$ cat config.mk
export PLATFORM = sky130hd
export DESIGN_NAME = ccp_core_clock_power
export DESIGN_NICKNAME = d
export VERILOG_FILES = /design/src/rtl/ccp_pkg.sv /design/src/rtl/ccp_core_clock_power.sv /design/src/rtl/ccp_divider.sv
export SDC_FILE = /design/constraint.sdc
export NUM_CORES = 1
export LEC_CHECK = 0
export BUFFER_PORTS_ARGS = -buffer_cell sky130_fd_sc_hd__buf_2
export CORE_ASPECT_RATIO = 0.75
export CORE_MARGIN = 5
export CORE_UTILIZATION = 50
export CTS_CLUSTER_SIZE = 28
export DETAILED_ROUTE_END_ITERATION = 12
export GPL_TIMING_DRIVEN = 1
export PLACE_DENSITY = 0.67
export SETUP_SLACK_MARGIN = 0.02
export SKIP_CTS_REPAIR_TIMING = 1
export SYNTH_ARGS = -nofsm -noshare
export SYNTH_HDL_FRONTEND = slang
export SYNTH_HIERARCHICAL = 1
export SYNTH_SLANG_ARGS = --single-unit
$ cat constraint.sdc
create_clock -name clk_sys -period 20.6 [get_ports clk_sys]
set_clock_uncertainty 0.15 [all_clocks]
set_input_delay 2.06 -clock clk_sys [delete_from_list [all_inputs] [get_ports clk_sys]]
set_output_delay 2.06 -clock clk_sys [all_outputs]
set_load 0.1 [all_outputs]
$ cat src/rtl/ccp_pkg.sv
// Package for the core clock and power mode controller
`default_nettype none
package ccp_pkg;
	// PLL multiplication factor and reference
	localparam int unsigned PLL_MULT       = 1275;
	localparam int unsigned REF_HZ         = 32768;
	localparam int unsigned SYS_HZ         = 40_000_000;
	localparam int unsigned SYS_NS         = 25;
	// Divider setting range and reset value
	localparam int unsigned DIV_W          = 3;
	localparam logic [2:0]  DIV_RESET      = 3'h3;
	localparam logic [2:0]  DIV_MAX        = 3'h7;
	// Wake times
	localparam int unsigned PAUSE_WAKE0_NS = 230;
	localparam int unsigned NAP_WAKE0_NS   = 283;
	localparam int unsigned WAKE7_NS       = 3000;
	localparam int unsigned SLEEP_WAKE_NS  = 1_230_000;
	localparam int unsigned STOP_WAKE_NS   = 1_450_000;
	// All times round down, never below one cycle
	function automatic int unsigned ns2cyc(input int unsigned ns);
		int unsigned c;
		c = ns / SYS_NS;
		return (c == 0) ? 1 : c;
	endfunction
	localparam int unsigned PAUSE_WAKE0_CYC = ns2cyc(PAUSE_WAKE0_NS);
	localparam int unsigned NAP_WAKE0_CYC   = ns2cyc(NAP_WAKE0_NS);
	localparam int unsigned WAKE7_CYC       = ns2cyc(WAKE7_NS);
	localparam int unsigned SLEEP_WAKE_CYC  = ns2cyc(SLEEP_WAKE_NS);
	localparam int unsigned STOP_WAKE_CYC   = ns2cyc(STOP_WAKE_NS);
	localparam int unsigned CNT_W           = 17;
	localparam logic [CNT_W-1:0] CNT_ZERO   = 17'h0_0000;
	localparam logic [CNT_W-1:0] CNT_ONE    = 17'h0_0001;

	typedef enum logic [2:0] {
		CCP_ACTIVE, CCP_PAUSE, CCP_NAP, CCP_SLEEP, CCP_STOP
	} ccp_mode_t;

	typedef enum logic [1:0] {
		CCP_REF_INTOSC, CCP_REF_WATCH_CRYSTAL_OSCILLATOR, CCP_SRC_EXT
	} ccp_src_t;

	// Software-visible control word (PLL control register)
	typedef struct packed {
		ccp_src_t          src;
		logic [DIV_W-1:0]  core_clock_divider;
	} ccp_ctrl_t;

	// Domain enables handed to the rest of the chip
	typedef struct packed {
		logic core_en;
		logic periph_en;
		logic pll_en;
		logic watch_crystal_oscillator_timer_en;
		logic ext_irq_en;
	} ccp_pwr_t;
endpackage
`default_nettype wire

$ cat src/rtl/ccp_core_clock_power.sv
// Core clock and power mode controller top
// Summary of operation
// - PLL locks at 1275 times 32.768 kHz reference giving 41.78 MHz.
// - Core clock is PLL clock divided by two to the divider setting.
// - After reset the divider setting is three, PLL divided by eight.
// - Core clock may come from the external clock input instead.
// - Software-writable source select; reset picks internal oscillator.
// - On lost lock while the PLL is enabled and feeds the core, halt core clock at once and raise PLL interrupt.
// - Reset status records watchdog reset until cleared; resetn also clears it.
// - Five modes, each stopping more domains: active to stop.
// - Pause wakes in 230 ns to 3 us; sleep 1.23 ms; stop 1.45 ms.
// - Nap wakes in 283 ns to 3 us with PLL kept running.
`default_nettype none
module ccp_core_clock_power
	import ccp_pkg::*;
#(
	parameter int unsigned SLEEP_CYC = SLEEP_WAKE_CYC,
	parameter int unsigned STOP_CYC  = STOP_WAKE_CYC
) (
	input  wire logic         clk_sys,
	input  wire logic         resetn,
	input  wire logic         pll_system_clock_tick,
	input  wire logic         external_clock_input_tick,
	input  wire logic         pll_locked,
	input  wire logic         ctrl_wr,
	input  wire ccp_pkg::ccp_ctrl_t ctrl_wdata,
	input  wire logic         mode_wr,
	input  wire ccp_pkg::ccp_mode_t mode_wdata,
	input  wire logic         wake_req,
	input  wire logic         wdog_reset_seen,
	input  wire logic         rst_status_clr,
	output ccp_pkg::ccp_ctrl_t pll_control_register,
	output ccp_pkg::ccp_mode_t mode,
	output ccp_pkg::ccp_pwr_t pwr,
	output logic              pll_ref_watch_crystal_oscillator,
	output logic              core_clock_tick,
	output logic              pll_irq,
	output logic              reset_status_register,
	output logic              waking
);
	typedef struct packed {
		ccp_ctrl_t        ctrl;
		ccp_mode_t        mode;
		ccp_pwr_t         pwr;
		logic             ref_watch_crystal_oscillator;
		logic             ext_sel;
		logic             core_tick;
		logic             irq;
		logic             wdog;
		logic             waking;
		logic [CNT_W-1:0] wake_cnt;
	} ccp_st_t;

	ccp_st_t st;
	ccp_st_t next_st;
	logic    div_tick;
	logic    src_tick;
	logic [CNT_W-1:0] wake_len;

	localparam ccp_ctrl_t CTRL_RESET = '{src: CCP_REF_INTOSC,
		core_clock_divider: DIV_RESET};
	localparam ccp_pwr_t PWR_ALL = 5'h1F;

	// binary division of the PLL clock
	ccp_divider #(
		.W(8)
	) u_div (
		.clk_sys  (clk_sys),
		.resetn   (resetn),
		.tick_in  (pll_system_clock_tick),
		.div_sel  (st.ctrl.core_clock_divider),
		.tick_out (div_tick)
	);

	// external input or divided PLL, chosen by registered select
	assign src_tick = st.ext_sel ? external_clock_input_tick : div_tick;

	// pause and nap wake length scales with divider between the two endpoints
	always_comb begin
		wake_len = CNT_ONE;
		unique case (st.mode)
			CCP_PAUSE: wake_len = CNT_W'(PAUSE_WAKE0_CYC
				+ ((WAKE7_CYC - PAUSE_WAKE0_CYC)
				* st.ctrl.core_clock_divider) / DIV_MAX);
			CCP_NAP: wake_len = CNT_W'(NAP_WAKE0_CYC
				+ ((WAKE7_CYC - NAP_WAKE0_CYC)
				* st.ctrl.core_clock_divider) / DIV_MAX);
			CCP_SLEEP: wake_len = CNT_W'(SLEEP_CYC);
			CCP_STOP:  wake_len = CNT_W'(STOP_CYC);
			CCP_ACTIVE: wake_len = CNT_ONE;
		endcase
	end

	always_comb begin
		next_st = st;
		if (ctrl_wr) begin
			next_st.ctrl = ctrl_wdata;
		end
		next_st.ref_watch_crystal_oscillator = (st.ctrl.src == CCP_REF_WATCH_CRYSTAL_OSCILLATOR);
		// source swaps on a source clock boundary, or at once while the core is off
		if (src_tick || !st.pwr.core_en) begin
			next_st.ext_sel = (st.ctrl.src == CCP_SRC_EXT);
		end
		// entering a low power mode from active
		if (mode_wr && st.mode == CCP_ACTIVE && !st.waking) begin
			next_st.mode = mode_wdata;
		end
		if (st.mode != CCP_ACTIVE && wake_req && !st.waking) begin
			next_st.waking = 1'b1;
			next_st.wake_cnt = wake_len;
		end
		if (st.waking) begin
			if (st.wake_cnt <= CNT_ONE) begin
				next_st.waking = 1'b0;
				next_st.wake_cnt = CNT_ZERO;
				next_st.mode = CCP_ACTIVE;
			end else begin
				next_st.wake_cnt = st.wake_cnt - CNT_ONE;
			end
		end
		next_st.pwr = PWR_ALL;
		unique case (next_st.mode)
			CCP_ACTIVE: next_st.pwr = PWR_ALL;
			CCP_PAUSE:  next_st.pwr.core_en = 1'b0;
			CCP_NAP: begin
				next_st.pwr.core_en = 1'b0;
				next_st.pwr.periph_en = 1'b0;
			end
			CCP_SLEEP: begin
				next_st.pwr.core_en = 1'b0;
				next_st.pwr.periph_en = 1'b0;
				next_st.pwr.pll_en = 1'b0;
			end
			CCP_STOP: begin
				next_st.pwr.core_en = 1'b0;
				next_st.pwr.periph_en = 1'b0;
				next_st.pwr.pll_en = 1'b0;
				next_st.pwr.watch_crystal_oscillator_timer_en = 1'b0;
			end
		endcase
		// halt core clock while unlocked, PLL in use
		next_st.core_tick = src_tick && st.pwr.core_en
			&& (st.ext_sel || pll_locked);
		next_st.irq = !pll_locked && st.pwr.pll_en && !st.ext_sel;
		// sticky watchdog flag; set beats clear
		if (rst_status_clr) begin
			next_st.wdog = 1'b0;
		end
		if (wdog_reset_seen) begin
			next_st.wdog = 1'b1;
		end
	end

	always_ff @(posedge clk_sys) begin
		if (!resetn) begin
			st <= '{ctrl: CTRL_RESET, mode: CCP_ACTIVE, pwr: PWR_ALL,
				ref_watch_crystal_oscillator: 1'b0, ext_sel: 1'b0, core_tick: 1'b0,
				irq: 1'b0, wdog: 1'b0, waking: 1'b0,
				wake_cnt: CNT_ZERO};
		end else begin
			st <= next_st;
		end
	end

	assign pll_control_register  = st.ctrl;
	assign mode                  = st.mode;
	assign pwr                   = st.pwr;
	assign pll_ref_watch_crystal_oscillator          = st.ref_watch_crystal_oscillator;
	assign core_clock_tick       = st.core_tick;
	assign pll_irq               = st.irq;
	assign reset_status_register = st.wdog;
	assign waking                = st.waking;
endmodule
`default_nettype wire

$ cat src/rtl/ccp_divider.sv
// Glitch-free binary core clock enable divider
`default_nettype none
module ccp_divider
	import ccp_pkg::*;
#(
	parameter int unsigned W = 8
) (
	input  wire logic         clk_sys,
	input  wire logic         resetn,
	input  wire logic         tick_in,
	input  wire logic [2:0]   div_sel,
	output logic              tick_out
);
	typedef struct packed {
		logic [W-1:0] cnt;
		logic [2:0]   sel;
		logic         tick;
	} ccp_div_st_t;

	ccp_div_st_t st;
	ccp_div_st_t next_st;
	logic [W-1:0] mask;

	always_comb begin
		next_st = st;
		mask = W'((1 << st.sel) - 1);
		next_st.tick = 1'b0;
		if (tick_in) begin
			if ((st.cnt & mask) == mask) begin
				next_st.tick = 1'b1;
				next_st.cnt = '0;
				next_st.sel = div_sel;
			end else begin
				next_st.cnt = st.cnt + W'(1);
			end
		end
	end

	always_ff @(posedge clk_sys) begin
		if (!resetn) begin
			st <= '{cnt: '0, sel: DIV_RESET, tick: 1'b0};
		end else begin
			st <= next_st;
		end
	end

	assign tick_out = st.tick;
endmodule
`default_nettype wire

==> results list <==
- Drt pass-1 iters: 6
* Placer Congestion: 0.963
- Placed inst area: 6700 µm²
- Post-synth cell types: 108
- No sink is reached through more buffers than the 2 on the longest clock path.
- Across every metal layer, demand over resource in global routing totals 0.228.
- Most repeated library cell on the critical path: sky130_fd_sc_hd__ha_1
- The worst setup path is of the reg2reg kind.
* Num ports: 36
- Peak Freq: 103 MHz
- The final route contains 6754 vias.
- In this run the horizontal extent of the chip is 142 µm.
* First-pass GRT wire length: 29400 µm
- The number of hold violations in the final report came to 0.
- For this run, the number of Yosys warnings is 6.
- Core Footprint: 12900 µm²
- The cell sitting at the root of the clock tree is a sky130_fd_sc_hd__clkbuf_16.
- Floorplan die height: 109 µm
* Clock latency on the worst-skew pair: 0.29 ns
* TritonCTS clock tree: built
- After technology mapping, the gate count stands at 887.
- Register clock-pin slew on the reported worst setup and hold paths: 0.06 ns
- Summed over all layers, the global routing overflow is 0.
* Tightest Pin Transition: 0.849 ns
- Relative slew slack: 0.432
* Post-route clock period utilization: 0.470
- Setup repair after global routing left no endpoint under its margin.
- Number of antenna violations at the first check in global routing: 0
- In this run the remaining antenna-violating nets after routing total 0.
- Clock tree synthesis inserted a total of 5 buffers.
* Clock Sink Count: 46
* Finished Cell Area: 6860 µm²
- Worst VDD drop: 0.106 mV
- For this configuration, the core starts out at a cell density of 0.507.
- Dominant synthesized flop cell: sky130_fd_sc_hd__dfxtp_1
- In this run the static leakage power is 2.63 nW.
* Critical path data required time: 20.63 ns
- Dividing the detail-routed via count by the number of cells gives 6.40.
- Most frequent cells in the layout: 90 x sky130_fd_sc_hd__nor2_1, 87 x sky130_fd_sc_hd__nand2_1, 56 x sky130_fd_sc_hd__a21oi_1
- The tool flagged a number of max-cap violations equal to 0.
* Average instance area after synthesis: 7.39 µm²
- STA classifies the critical path endpoint as a flop.
- Maximum number of pins on one net before global-route repair: 39
- The routed design has 18000 µm of wire.
- Power density relative to cell area: 155 nW/µm²
- Total number of placement rows: 36
* Diodes inserted: 0
* Post-DR wirelength/cell: 17.1 µm
* Most common cell after layout, fill and taps aside: sky130_fd_sc_hd__nor2_1
- In this run, the number of DRC markers left after iteration 0 of detailed routing was 536.
- The via count of the first global-routing pass came to 5829.
- Synth-to-Final Area Change: 4.67%
- The share of the Yosys chip area taken by registers is 0.140.
- Layout Nets: 932
- DRC Markers: 0
- Sort of element at the start of the critical path: flop
- Yosys mapped a number of flops with a built-in enable equal to 0.
- Number of synthesized register bits: 46
- On the worst path, the slowest cell contributes a delay of 0.74 ns.
- Setup violations remaining at the end of the flow were counted as 0.
- The path class of the tightest hold or removal check is reg2reg.
* Die area: 15500 µm²
- Final Max Slew Viols: 0
- Cell with the largest stage delay on the worst path: sky130_fd_sc_hd__ha_1
* Arrival time of data at the critical path endpoint: 9.71 ns
- Accumulated negative setup slack: 0 ns
* Share of flip-flops with an asynchronous set or reset: 0
- Time the worst path needs with I/O delays and setup: 9.69 ns
- Fraction of final layout cells with drive strength greater than 1: 0.123
- Synthesis produced a netlist with a net count of 936.
- After synthesis the cells add up to 6560 µm².
- The run finished with clean final reports.
- CTS built an H-tree with a depth of 2.
- Maximum fanout along the worst path: 21
* Number of port buffers: 34
- The wire-length estimate of the detail-placed layout is 14000 µm.
==> final timing paths <==
check / cells after the start / slack, ns / to / start
worst max-delay path: 36 / 10.91 / st[6] / pll_control_register[1]
worst max register to register: 36 / 10.91 / st[6] / pll_control_register[1]
worst min register to register: 2 / 0.30 / pll_irq / pwr[2]
worst min-delay path: 2 / 0.30 / pll_irq / pwr[2]
==> worst max-delay path: cells and delay by family (launching register included) <==
kind,cells,cell delay [ns]
AOI/OAI and AO/OA,17,4.42
adders and majority gates,5,1.99
and+or+nand+nor,9,1.73
DFF,1,0.64
buffers and inverters,4,0.57
muxes,1,0.07
==> synthesized netlist by cell type, types with 8 or more instances <==
cell type                  instances  area [µm²]
sky130_fd_sc_hd__clkbuf_1         21        78.8
sky130_fd_sc_hd__o211ai_1         15         113
sky130_fd_sc_hd__ha_1             26         325
sky130_fd_sc_hd__xor2_1           15         131
sky130_fd_sc_hd__a211oi_1          8        60.1
sky130_fd_sc_hd__nand2b_1         13        81.3
sky130_fd_sc_hd__and2_1           20         125
sky130_fd_sc_hd__nor2_1           90         338
sky130_fd_sc_hd__buf_4            18         135
sky130_fd_sc_hd__nor3_1           29         145
sky130_fd_sc_hd__a21oi_1          56         280
sky130_fd_sc_hd__nand2_1          87         327
sky130_fd_sc_hd__xnor2_1          22         193
sky130_fd_sc_hd__nand4_1          11        68.8
sky130_fd_sc_hd__o21ai_1          10        50.1
sky130_fd_sc_hd__or3_1            12        75.1
sky130_fd_sc_hd__inv_1            28         105
sky130_fd_sc_hd__nor4_1           13        81.3
sky130_fd_sc_hd__o21a_1           13        97.6
sky130_fd_sc_hd__nor2b_1          24         150
sky130_fd_sc_hd__dfxtp_1          46         921
sky130_fd_sc_hd__a31oi_1          11        68.8
sky130_fd_sc_hd__nand3_1          32         160
sky130_fd_sc_hd__o21ai_0          42         210
sky130_fd_sc_hd__a21o_1           11        82.6
sky130_fd_sc_hd__mux2i_1          19         190
sky130_fd_sc_hd__and3_1            9        56.3
==> power breakdown <==
group,internal (mW),switching [mW]
sequential,0.106,0.0217
combinational,0.309,0.545
clock,0.0518,0.0345
==> layout make-up <==
cell class / count / area [µm²]
Fill cell: 1251 / 6060
Multi-Input combinational cell: 764 / 5270
Sequential cell: 46 / 921
Tap cell: 171 / 214
Timing Repair Buffer: 35 / 178
Clock buffer: 7 / 153
Inverter: 31 / 116
Clock inverter: 1 / 8.76
==> metal layers <==
metal | global-route usage | wire, µm
met5 | 0 | 0
met4 | 0.0411 | 246
met3 | 0.0408 | 1370
met2 | 0.331 | 7410
met1 | 0.350 | 8990
==> cells by family (layout without fill, tap and decap cells) <==
| group | after synthesis | count (layout) | share of synthesized area |
|---|---|---|---|
| simple gates | 390 | 390 | 0.322 |
| compound gates | 283 | 283 | 0.332 |
| buf+inv | 77 | 74 | 0.0553 |
| flops | 46 | 46 | 0.140 |
| xor+xnor | 39 | 39 | 0.0544 |
| fa+ha+maj | 31 | 31 | 0.0649 |
| mux | 20 | 20 | 0.0307 |
| other cells | 1 | 1 | 0.000572 |
==> sequential cells by signal, summed over array words and instances (netlist names) <==
| signal | cells |
|---|---|
| u_div/tick_out | 1 |
| pll_irq | 1 |
| pwr | 4 |
| u_div/st | 10 |
| waking | 1 |
| pll_control_register | 5 |
| mode | 3 |
| st | 18 |
| reset_status_register | 1 |
| pll_ref_watch_crystal_oscillator | 1 |
| core_clock_tick | 1 |
==> stage by stage <==
stage | total power, mW | setup slack, ns | hold slack (ns) | instances | utilization
floorplan | 0.816 | 12.29 | 0.265 | 887 | -
global placement | 0.963 | 11.34 | 0.284 | 1047 | 0.518
detailed placement | 0.961 | 11.07 | 0.292 | 1047 | 0.518
CTS | 1.05 | 11.04 | 0.304 | 1055 | 0.531
global route | 1.16 | 10.02 | 0.328 | 1055 | 0.531
finish | 1.07 | 10.91 | 0.305 | 1055 | 0.531
(Power assumes the default switching activity.)
